<file path="config.mk">
export PLATFORM = sky130hd
export DESIGN_NAME = srw_top
export DESIGN_NICKNAME = d
export VERILOG_FILES = /design/src/logic/srw_pkg.sv /design/src/logic/srw_debounce.sv /design/src/logic/srw_top.sv
export SDC_FILE = /design/constraint.sdc
export NUM_CORES = 1
export LEC_CHECK = 0
export BUFFER_PORTS_ARGS = -buffer_cell sky130_fd_sc_hd__buf_2
export CAP_MARGIN = 20
export CORE_MARGIN = 5
export CORE_UTILIZATION = 45
export DETAILED_ROUTE_END_ITERATION = 10
export PLACE_DENSITY = 0.64
export SETUP_SLACK_MARGIN = 0.5
export SYNTH_ARGS = -nofsm -noshare
export SYNTH_HDL_FRONTEND = slang
export SYNTH_SLANG_ARGS = --single-unit
</file>
<file path="constraint.sdc">
create_clock -name i_clock -period 2.2 [get_ports i_clock]
set_input_delay 0.11 -clock i_clock [delete_from_list [all_inputs] [get_ports i_clock]]
set_output_delay 0.11 -clock i_clock [all_outputs]
set_load 0.005 [all_outputs]
</file>
<file path="src/logic/srw_pkg.sv">
// constants, types and helpers shared by the supervisory reset watchdog
package srw_pkg;

  ////////////////////////////////////////////////////////////////////////////
  // timebase
  localparam int CLK_PERIOD_NS = 100;
  localparam int MS_TIME_NS    = 1_000_000;
  // one millisecond of clock cycles, least time so rounded up
  localparam int CYCLES_PER_MS = (MS_TIME_NS + CLK_PERIOD_NS - 1) / CLK_PERIOD_NS;
  localparam int DIV_W         = 14;

  ////////////////////////////////////////////////////////////////////////////
  // millisecond intervals
  localparam int                MS_W         = 11;
  localparam int                HOLD_W       = 9;
  localparam int                PBD_W        = 4;
  localparam logic [HOLD_W-1:0] HOLD_MS      = 9'h0FA;
  // one extra tick so a partial first millisecond never shortens the hold
  localparam logic [HOLD_W-1:0] HOLD_LOAD    = HOLD_MS + 9'h001;
  localparam logic [HOLD_W-1:0] HOLD_LAST    = 9'h001;
  localparam logic [HOLD_W-1:0] HOLD_ZERO    = 9'h000;
  localparam logic [PBD_W-1:0]  PBD_MS       = 4'h4;
  localparam logic [PBD_W-1:0]  PBD_ZERO     = 4'h0;
  localparam logic [PBD_W-1:0]  PBD_STEP     = 4'h1;
  localparam logic [MS_W-1:0]   PER_GND_MS   = 11'h096;
  localparam logic [MS_W-1:0]   PER_OPEN_MS  = 11'h258;
  localparam logic [MS_W-1:0]   PER_VCC_MS   = 11'h4B0;
  localparam logic [MS_W-1:0]   MS_ZERO      = 11'h000;
  localparam logic [MS_W-1:0]   MS_STEP      = 11'h001;

  ////////////////////////////////////////////////////////////////////////////
  // input synchroniser lanes and strap capture
  localparam int       SYNC_W      = 6;
  localparam int       SYN_SUPPLY  = 0;
  localparam int       SYN_MANUAL  = 1;
  localparam int       SYN_STROBE  = 2;
  localparam int       SYN_PER_LO  = 3;
  localparam int       SYN_PER_HI  = 4;
  localparam int       SYN_TOL     = 5;
  // idle levels: strobe and pushbutton high, all else low
  localparam logic [SYNC_W-1:0] SYNC_RST = 6'h06;
  localparam logic [1:0] START_WAIT  = 2'h3;
  localparam logic [1:0] START_STEP  = 2'h1;
  localparam logic [1:0] STRAP_PIN_GND  = 2'h0;
  localparam logic [1:0] STRAP_PIN_OPEN = 2'h1;

  typedef enum logic [1:0] {STRAP_GND, STRAP_OPEN, STRAP_VCC} srw_strap_t;

  ////////////////////////////////////////////////////////////////////////////
  // helpers
  function automatic srw_strap_t strap_decode(input logic [1:0] pins);
    srw_strap_t s;
    s = STRAP_VCC;
    if (pins == STRAP_PIN_GND)
    begin
      s = STRAP_GND;
    end
    else if (pins == STRAP_PIN_OPEN)
    begin
      s = STRAP_OPEN;
    end
    return s;
  endfunction

  function automatic logic [MS_W-1:0] period_ms(input srw_strap_t s);
    logic [MS_W-1:0] p;
    p = PER_VCC_MS;
    case (s)
      STRAP_GND:  p = PER_GND_MS;
      STRAP_OPEN: p = PER_OPEN_MS;
      default:    p = PER_VCC_MS;
    endcase
    return p;
  endfunction

endpackage

</file>
<file path="src/logic/srw_debounce.sv">
// pushbutton debouncer sampled on the millisecond tick
`timescale 1ns/1ps
module srw_debounce
(
  // clock and reset
  input  wire logic i_clock,
  input  wire logic i_arst_n,
  // sampled input
  input  wire logic i_tick,
  input  wire logic i_level_n,
  // debounced press
  output logic      o_pressed
);

  logic [srw_pkg::PBD_W-1:0] low_ms_q;
  logic                      pressed_q;

  ////////////////////////////////////////////////////////////////////////////
  // count consecutive low samples, short glitches never reach the delay
  always_ff @(posedge i_clock or negedge i_arst_n)
  begin
    if (!i_arst_n)
    begin
      low_ms_q <= srw_pkg::PBD_ZERO;
    end
    else if (i_tick)
    begin
      if (i_level_n)
      begin
        low_ms_q <= srw_pkg::PBD_ZERO;
      end
      else if (low_ms_q != srw_pkg::PBD_MS)
      begin
        low_ms_q <= low_ms_q + srw_pkg::PBD_STEP;
      end
    end
  end

  // press recognised only after the pushbutton delay of held low
  always_ff @(posedge i_clock or negedge i_arst_n)
  begin
    if (!i_arst_n)
    begin
      pressed_q <= 1'b0;
    end
    else if (i_tick)
    begin
      if (i_level_n)
      begin
        pressed_q <= 1'b0;
      end
      else if (low_ms_q == srw_pkg::PBD_MS - srw_pkg::PBD_STEP)
      begin
        pressed_q <= 1'b1;
      end
    end
  end

  assign o_pressed = pressed_q;
endmodule

</file>
<file path="src/logic/srw_top.sv">
// supervisory reset generator with supply monitor, pushbutton and watchdog
`timescale 1ns/1ps
module srw_top
#(
  parameter int P_CYCLES_PER_MS = srw_pkg::CYCLES_PER_MS
)
(
  // clock and reset
  input  wire logic       i_clock,
  input  wire logic       i_arst_n,
  // supervised inputs
  input  wire logic       i_supply_low,
  input  wire logic       i_manual_reset_n,
  input  wire logic       i_strobe_n,
  // straps
  input  wire logic [1:0] i_period_select,
  input  wire logic       i_tolerance_select,
  // threshold choice to the comparator
  output logic            o_threshold_10pct,
  // reset outputs
  output logic            o_reset,
  input  wire logic       i_reset_n_i,
  output logic            o_reset_n_o,
  output logic            o_reset_n_oe
);

  localparam logic [srw_pkg::DIV_W-1:0] DIV_LAST = srw_pkg::DIV_W'(P_CYCLES_PER_MS - 1);
  localparam logic [srw_pkg::DIV_W-1:0] DIV_ZERO = '0;
  localparam logic [srw_pkg::DIV_W-1:0] DIV_STEP = srw_pkg::DIV_W'(1);

  logic [srw_pkg::SYNC_W-1:0] meta_q;
  logic [srw_pkg::SYNC_W-1:0] sync_q;
  logic                       supply_low_s;
  logic                       manual_n_s;
  logic                       strobe_n_s;
  logic                       strobe_prev_q;
  logic                       strobe_fall;
  logic [1:0]                 start_q;
  logic                       straps_ok_q;
  srw_pkg::srw_strap_t        per_q;
  logic                       tol_q;
  logic [srw_pkg::DIV_W-1:0]  div_q;
  logic                       ms_tick;
  logic                       mr_pressed;
  logic [srw_pkg::MS_W-1:0]   wd_ms_q;
  logic [srw_pkg::MS_W-1:0]   wd_limit;
  logic                       wd_expire;
  logic [srw_pkg::HOLD_W-1:0] hold_q;
  logic                       any_src;
  logic                       reset_d;
  logic                       reset_q;

  ////////////////////////////////////////////////////////////////////////////
  // two-flop synchronisers for every supervised input and strap pin
  always_ff @(posedge i_clock or negedge i_arst_n)
  begin
    if (!i_arst_n)
    begin
      meta_q <= srw_pkg::SYNC_RST;
      sync_q <= srw_pkg::SYNC_RST;
    end
    else
    begin
      meta_q <= {i_tolerance_select, i_period_select, i_strobe_n,
                 i_manual_reset_n, i_supply_low};
      sync_q <= meta_q;
    end
  end

  assign supply_low_s = sync_q[srw_pkg::SYN_SUPPLY];
  assign manual_n_s   = sync_q[srw_pkg::SYN_MANUAL];
  assign strobe_n_s   = sync_q[srw_pkg::SYN_STROBE];

  ////////////////////////////////////////////////////////////////////////////
  // straps caught once the synchronisers have filled after release
  always_ff @(posedge i_clock or negedge i_arst_n)
  begin
    if (!i_arst_n)
    begin
      start_q     <= 2'h0;
      straps_ok_q <= 1'b0;
    end
    else if (!straps_ok_q)
    begin
      start_q     <= start_q + srw_pkg::START_STEP;
      straps_ok_q <= (start_q == srw_pkg::START_WAIT);
    end
  end

  always_ff @(posedge i_clock or negedge i_arst_n)
  begin
    if (!i_arst_n)
    begin
      per_q <= srw_pkg::STRAP_GND;
      tol_q <= 1'b0;
    end
    else if (!straps_ok_q && start_q == srw_pkg::START_WAIT)
    begin
      per_q <= srw_pkg::strap_decode(sync_q[srw_pkg::SYN_PER_HI:srw_pkg::SYN_PER_LO]);
      tol_q <= sync_q[srw_pkg::SYN_TOL];
    end
  end

  assign o_threshold_10pct = tol_q;

  ////////////////////////////////////////////////////////////////////////////
  // millisecond timebase
  always_ff @(posedge i_clock or negedge i_arst_n)
  begin
    if (!i_arst_n)
    begin
      div_q <= DIV_ZERO;
    end
    else if (div_q == DIV_LAST)
    begin
      div_q <= DIV_ZERO;
    end
    else
    begin
      div_q <= div_q + DIV_STEP;
    end
  end

  assign ms_tick = (div_q == DIV_LAST);

  ////////////////////////////////////////////////////////////////////////////
  // pushbutton
  srw_debounce u_debounce
  (
    .i_clock   (i_clock),
    .i_arst_n  (i_arst_n),
    .i_tick    (ms_tick),
    .i_level_n (manual_n_s),
    .o_pressed (mr_pressed)
  );

  ////////////////////////////////////////////////////////////////////////////
  // watchdog, held at zero while reset is active so pulses repeat each period
  always_ff @(posedge i_clock or negedge i_arst_n)
  begin
    if (!i_arst_n)
    begin
      strobe_prev_q <= 1'b1;
    end
    else
    begin
      strobe_prev_q <= strobe_n_s;
    end
  end

  assign strobe_fall = strobe_prev_q & ~strobe_n_s;
  assign wd_limit    = srw_pkg::period_ms(per_q) - srw_pkg::MS_STEP;
  assign wd_expire   = ms_tick && !reset_q && !strobe_fall && (wd_ms_q == wd_limit);

  always_ff @(posedge i_clock or negedge i_arst_n)
  begin
    if (!i_arst_n)
    begin
      wd_ms_q <= srw_pkg::MS_ZERO;
    end
    else if (strobe_fall || reset_q || wd_expire)
    begin
      wd_ms_q <= srw_pkg::MS_ZERO;
    end
    else if (ms_tick)
    begin
      wd_ms_q <= wd_ms_q + srw_pkg::MS_STEP;
    end
  end

  ////////////////////////////////////////////////////////////////////////////
  // reset hold: any source reloads, good time counts down per millisecond
  assign any_src = supply_low_s | mr_pressed | wd_expire;

  always_ff @(posedge i_clock or negedge i_arst_n)
  begin
    if (!i_arst_n)
    begin
      hold_q <= srw_pkg::HOLD_LOAD;
    end
    else if (any_src)
    begin
      hold_q <= srw_pkg::HOLD_LOAD;
    end
    else if (ms_tick && hold_q != srw_pkg::HOLD_ZERO)
    begin
      hold_q <= hold_q - srw_pkg::HOLD_LAST;
    end
  end

  assign reset_d = any_src | (hold_q != srw_pkg::HOLD_ZERO);

  always_ff @(posedge i_clock or negedge i_arst_n)
  begin
    if (!i_arst_n)
    begin
      reset_q <= 1'b1;
    end
    else
    begin
      reset_q <= reset_d;
    end
  end

  // open-drain: pull low exactly while the high output is active
  assign o_reset      = reset_q;
  assign o_reset_n_o  = 1'b0;
  assign o_reset_n_oe = reset_q;
endmodule

</file>
==> results of run 1 <==
## through the flow
step	TNS [ps]	instance area [µm²]
after floorplan	-614	2860
after global placement	-1130	3140
after detailed placement	-1720	3140
after CTS	-1550	3580
after global routing	-2980	3640
final	-1730	3640
## routing by layer
metal	vias to the layer above	wire length (µm)	GRT usage [%]
met1	1067	2690	22.6
met5	-	0	0
li1	1053	-	-
met2	29	2810	25.3
met4	0	106	9.07
met3	7	177	3.63
## layout make-up
class,instances,area share (%)
clock buffer,9,3.40
multi-input combinational,170,36.5
timing repair buffer,57,12.7
tap,75,2.58
inverter,13,1.34
sequential,59,41.0
clock inverter,7,2.54
## cell families after synthesis
logic type	Yosys count	synth area share (%)
and+or+nand+nor	99	21.1
DFF	59	53.7
AOI/OAI and AO/OA	44	11.8
buffers and inverters	26	4.14
xor gates and xnor gates	13	4.10
adders and majority gates	6	2.70
muxes	6	2.30
other	1	0.135
## sequential cells by signal, summed over array words and instances (netlist names)
| name | cells |
|---|---|
| meta_q | 6 |
| wd_ms_q | 11 |
| o_threshold_10pct | 1 |
| hold_q | 9 |
| start_q | 2 |
| per_q | 2 |
| div_q | 14 |
| u_debounce.o_pressed | 1 |
| u_debounce.low_ms_q | 4 |
| straps_ok_q | 1 |
| strobe_prev_q | 1 |
| sync_q | 6 |
| o_reset | 1 |
## cell usage in the layout, fill, tap and decap left out, drive strengths merged, types with 5 or more instances in the layout
master | Yosys | routed
nand3 | 12 | 12
dfrtp | 46 | 46
dlygate4sd3 | 0 | 7
nand2 | 8 | 8
ha | 6 | 6
clkbuf | 7 | 9
xnor2 | 9 | 9
a211oi | 9 | 9
nor4 | 7 | 7
or3 | 12 | 12
dfstp | 13 | 13
inv | 13 | 13
o31ai | 5 | 5
o21ai | 14 | 14
nand4 | 14 | 14
nor2 | 15 | 15
buf | 6 | 50
or4 | 9 | 9
## what timing repair did
action	CTS	global route
hold buffers	7	0
gates resized for setup	18	7
setup buffers	7	5
endpoints found under the setup margin	27	34
gates cloned	1	0
pin swaps	12	1
hold endpoints to repair	52	0
## worst max-delay path, cell delays in order (launching register included)
cell,delay [ps]
dfrtp_1,390
or4b_4,560
or4_4,540
buf_12,170
or4_4,500
nand4_1,120
## synth_stat cells, types with 3 or more instances
master and instances:
nor4_1 7, nand2_1 8, nand3_1 12, xor2_1 4, a211oi_2 4, xnor2_1 9, a211oi_1 5, mux2_2 3
clkbuf_1 7, or4_1 8, o31ai_1 5, nand4_1 14, dfstp_2 13, o21ai_0 14, or3_1 12, dfrtp_1 46
ha_1 6, mux2i_1 3, nor2_1 15, inv_1 13, nor3_1 4
## worst max-delay path by stage
stage	startpoint	to	slack [ps]	depth (start not counted)
2_1_floorplan	div_q[4]	hold_q[6]	-80	6
3_3_place_gp	div_q[11]	hold_q[2]	-120	5
3_5_place_dp	div_q[11]	hold_q[2]	-140	5
4_1_cts	div_q[4]	hold_q[2]	-150	5
5_1_grt	div_q[11]	hold_q[3]	-180	5
6_report	div_q[11]	hold_q[6]	-150	5
## power by group
part | internal, W | switching (W) | total (W)
Clock | 0.000632 | 0.000443 | 0.00107
Combinational | 0.0000191 | 0.0000293 | 0.0000484
Sequential | 0.00110 | 0.00000687 | 0.00111
==> out/qor.csv, run 1 <==
metric,value,unit
leading area contributor after synthesis,dfrtp_1,
register area,0.00149,mm²
Critical Path Fanout Max,17,
Finish-stage setup viols,21,
"Top FF cell, synth",dfrtp_1,
Vias,2156,
worst reg2reg endpoint,hold_q[6],
final worst slack,-151,ps
placed cells,354,
# IOs,13,
status,"finished, violations left",
hold-critical path depth,0,
CTS Buf Count,9,
sequential area share after synthesis,53.7,%
Area contributors post-synth,"dfrtp_1 41%, dfstp_2 12%, nand4_1 3.2%",
Die Ht,88.6,µm
Post-DP HPWL,3550,µm
vias per inst,5.53,
Clock transition at path regs,70,ps
largest net degree at the start of global routing,60,
Min-Delay Startpoint,meta_q[0],
fillers,507,
total grt overflow,0,
Slew @ Worst Pin,708,ps
max-cap viol count,0,
CTS tree,done,
maximum clock frequency,425,MHz
initial antenna violation count,0,
Setup Skew,8.95,ps
CTS root buf,clkbuf_8,
share of the synthesized area in the top cell type,41.4,%
Worst-Skew Late Latency,340,ps
syn_area_per_cell,10.9,µm²
WL/cell,14.8,µm
flop-to-flop setup slack,-150,ps
Worst Path Required,2480,ps
Final Core Density,61.2,%
Initial Util,46.7,%
DRC viols,0,
# diodes,0,
failing checks,setup timing,
worst hold path type,flop to flop,
CP Capture Type,flop,
clock tree sinks,59,
Worst EP arrival,2630,ps
Reg-to-Reg Start,div_q[11],
ANT nets after route,0,
cells after synthesis,254,
first-pass detailed-route iteration total,4,
fraction of registers with async set/reset,100,%
type of origin of the critical path,flop,
number of synthesized flops with an enable pin,0,
synthesized area,0.00278,mm²
Yosys cell types,52,
Tot Pwr,0.00223,W
Rows,28,
Final Max Tran Viols,0,
layout cells sized above 1,36.2,%
die area,0.00785,mm²
leakage power,1.49,nW
Final period util,107,%
die width,88.6,µm
final period demand of the worst path,2350,ps
clk buf depth,2,
RSZ-0062 raised after global routing,true,
initial DRC count,104,
Syn Nets,269,
Worst VDD drop,0.450,mV
r2r worst-path depth,5,
core area,0.00596,mm²
Place WS,-138,ps
vias in the first global route,2161,
Final Hold Fails,0,
Synth Warn #,0,
Hold Slack,350,ps
H-Tree Depth,3,
WL final,5780,µm
Power Dens Cells,613,mW/mm²
fin cells,390,
Hold Crit Endpoint,sync_q[0],
Tot GR Track Use,16.8,%
Seq cells post-synth,59,
worst setup path class,flop to flop,
Syn-to-layout area delta,31.1,%
Worst slew margin,52.8,%
multi-input logic area,0.00133,mm²
PortBufs,10,
nets@finish,325,
first-pass GRT wire length,10100,µm
RePlAce Congestion,0.783,
No activity file was read; power rests on OpenSTA's default activity.
==> run 2, diff against run 1 <==
RECOVER_POWER = 25   (was default)
==> out/qor.csv, run 2 (same netlist as run 1, synthesis figures left out) <==
metric,value,unit,change
status,"finished, violations left",,
failing checks,setup timing,,
total grt overflow,0,,unchanged
"Design Area, Final",0.00364,mm²,about the same
RePlAce Congestion,0.783,,unchanged
ANT nets after route,0,,unchanged
fin cells,390,,unchanged
crit-path max cell delay,560,ps,about the same
WL/cell,14.8,µm,unchanged
Int Pwr,0.00175,W,about the same
Min-Delay Startpoint,meta_q[0],,
type of origin of the critical path,flop,,
Critical Path Fanout Max,17,,unchanged
Worst EP arrival,2630,ps,about the same
Post-DP HPWL,3550,µm,unchanged
"CP delay by family, top",simple AND/OR/NAND/NOR gates,,
Worst slew margin,7.11,%,-46 points
Place WS,-138,ps,unchanged
Clock transition at path regs,70,ps,about the same
vias in the first global route,2161,,unchanged
r2r worst-path depth,5,,unchanged
layout cells sized above 1,36.2,%,unchanged
CP max-delay cell,or4b_4,,
"commonest non-fill, non-tap cells in the layout","46 x dfrtp_1, 30 x buf_4, 14 x nor2_1, 14 x nand4_1",,
clock tree sinks,59,,unchanged
first-pass detailed-route iteration total,4,,unchanged
maximum clock frequency,425,MHz,unchanged
H-Tree Depth,3,,unchanged
CTS root buf,clkbuf_8,,
clock power share,48.1,%,about the same
placed instance area,0.00314,mm²,unchanged
PortBufs,10,,unchanged
Worst Path Required,2480,ps,about the same
worst setup path class,flop to flop,,
placed cells,354,,unchanged
"Critical Path, Cell by Cell",or4b_4 -> or4_4 -> buf_12 -> or4_4 -> nand4_1,,
# diodes,0,,unchanged
leakage power,1.49,nW,about the same
Final period util,107,%,unchanged
CP Capture Type,flop,,
crit path buf inv count,1,,unchanged
Rows,28,,unchanged
Worst-Skew Late Latency,340,ps,about the same
met1 wire length,2690,µm,unchanged
Initial Util,46.7,%,unchanged
core area,0.00596,mm²,unchanged
CP most frequent cell,or4_4,,
RSZ-0062 raised after global routing,true,,
Vias,2156,,unchanged
top layer in use,met4,,
Largest register FFs,14,,unchanged
die area,0.00785,mm²,unchanged
DRC viols,0,,unchanged
sw frac,21.4,%,about the same
Finish-stage setup viols,21,,unchanged
largest net degree at the start of global routing,60,,unchanged
die width,88.6,µm,unchanged
Final Max Tran Viols,0,,unchanged
worst hold path type,flop to flop,,
initial antenna violation count,0,,unchanged
Slew @ Worst Pin,1390,ps,+685 ps
Worst VDD drop,0.450,mV,about the same
Levels on crit path,5,,unchanged
worst reg2reg endpoint,hold_q[6],,
share of power burned in registers,49.7,%,about the same
Tot GR Track Use,16.8,%,unchanged
first-pass GRT wire length,10100,µm,unchanged
Tot Pwr,0.00223,W,about the same
initial DRC count,104,,unchanged
Power Dens Cells,613,mW/mm²,about the same
final worst slack,-151,ps,unchanged
biggest regs,"div_q: 14 flops, wd_ms_q: 11 flops, hold_q: 9 flops",,
# IOs,13,,unchanged
final period demand of the worst path,2350,ps,unchanged
met3 wire length,177,µm,unchanged
WL final,5780,µm,unchanged
nets@finish,325,,unchanged
Final Hold Fails,0,,unchanged
Reg-to-Reg Start,div_q[11],,
hold-critical path depth,0,,unchanged
max-cap viol count,0,,unchanged
Syn-to-layout area delta,31.0,%,about the same
met2 WL,2810,µm,unchanged
"most common cell after layout, fill and taps aside",dfrtp_1,,
Biggest register,div_q,,
Hold Crit Endpoint,sync_q[0],,
Setup Skew,8.95,ps,unchanged
Die Ht,88.6,µm,unchanged
CTS Buf Count,9,,unchanged
combinational fraction of design power,2.1,%,about the same
flop-to-flop setup slack,-150,ps,about the same
Switch Pwr,0.000479,W,about the same
vias per inst,5.53,,unchanged
CTS tree,done,,
clk buf depth,2,,unchanged
-- run 2: area by class of cell --
| type | instances | area (µm²) |
|---|---|---|
| multi-input cells | 170 | 1330 |
| well taps | 75 | 93.8 |
| repair buffers | 57 | 460 |
| fillers | 508 | 2310 |
| flip-flops and latches | 59 | 1490 |
| clock buffers | 9 | 124 |
| clock inverters | 7 | 92.6 |
| inverters | 13 | 48.8 |
-- run 2: worst max-delay path by stage --
stage                           end  slack [ps]       from
after floorplan           hold_q[6]         -80   div_q[4]
after global placement    hold_q[2]        -120  div_q[11]
after detailed placement  hold_q[2]        -140  div_q[11]
after CTS                 hold_q[2]        -150   div_q[4]
after global routing      hold_q[3]        -180  div_q[11]
final                     hold_q[6]        -150  div_q[11]
-- run 2: what timing repair did --
action / 4_1_cts / 5_1_grt
hold buffers: 7 / 0
buffers inserted: 7 / 5
gates cloned: 1 / 0
setup endpoints to repair: 27 / 34
pin swaps: 12 / 1
endpoints found under the hold margin: 52 / 0
resized for setup: 18 / 7
-- run 2: power groups by stage --
stage | Sequential [W] | Clock (W) | Combinational [W]
floorplan | 0.00113 | 0 | 0.00000914
global placement | 0.00113 | 0 | 0.0000404
detailed placement | 0.00113 | 0 | 0.0000407
CTS | 0.00111 | 0.00109 | 0.0000501
global route | 0.00111 | 0.00115 | 0.0000557
finish | 0.00111 | 0.00107 | 0.0000478
-- run 2: layer usage --
layer | GRT usage [%] | up-vias
met5 | 0 | -
li1 | - | 1053
met3 | 3.63 | 7
met4 | 9.07 | 0
met2 | 25.3 | 29
met1 | 22.6 | 1067
-- run 2: metrics by stage --
step	util [%]	hold slack, ps	setup TNS, ps
5_1_grt	61.1	363	-2980
3_3_place_gp	52.7	216	-1130
2_1_floorplan	-	-186	-614
3_5_place_dp	52.7	217	-1720
4_1_cts	60.0	352	-1550
6_report	61.1	350	-1730
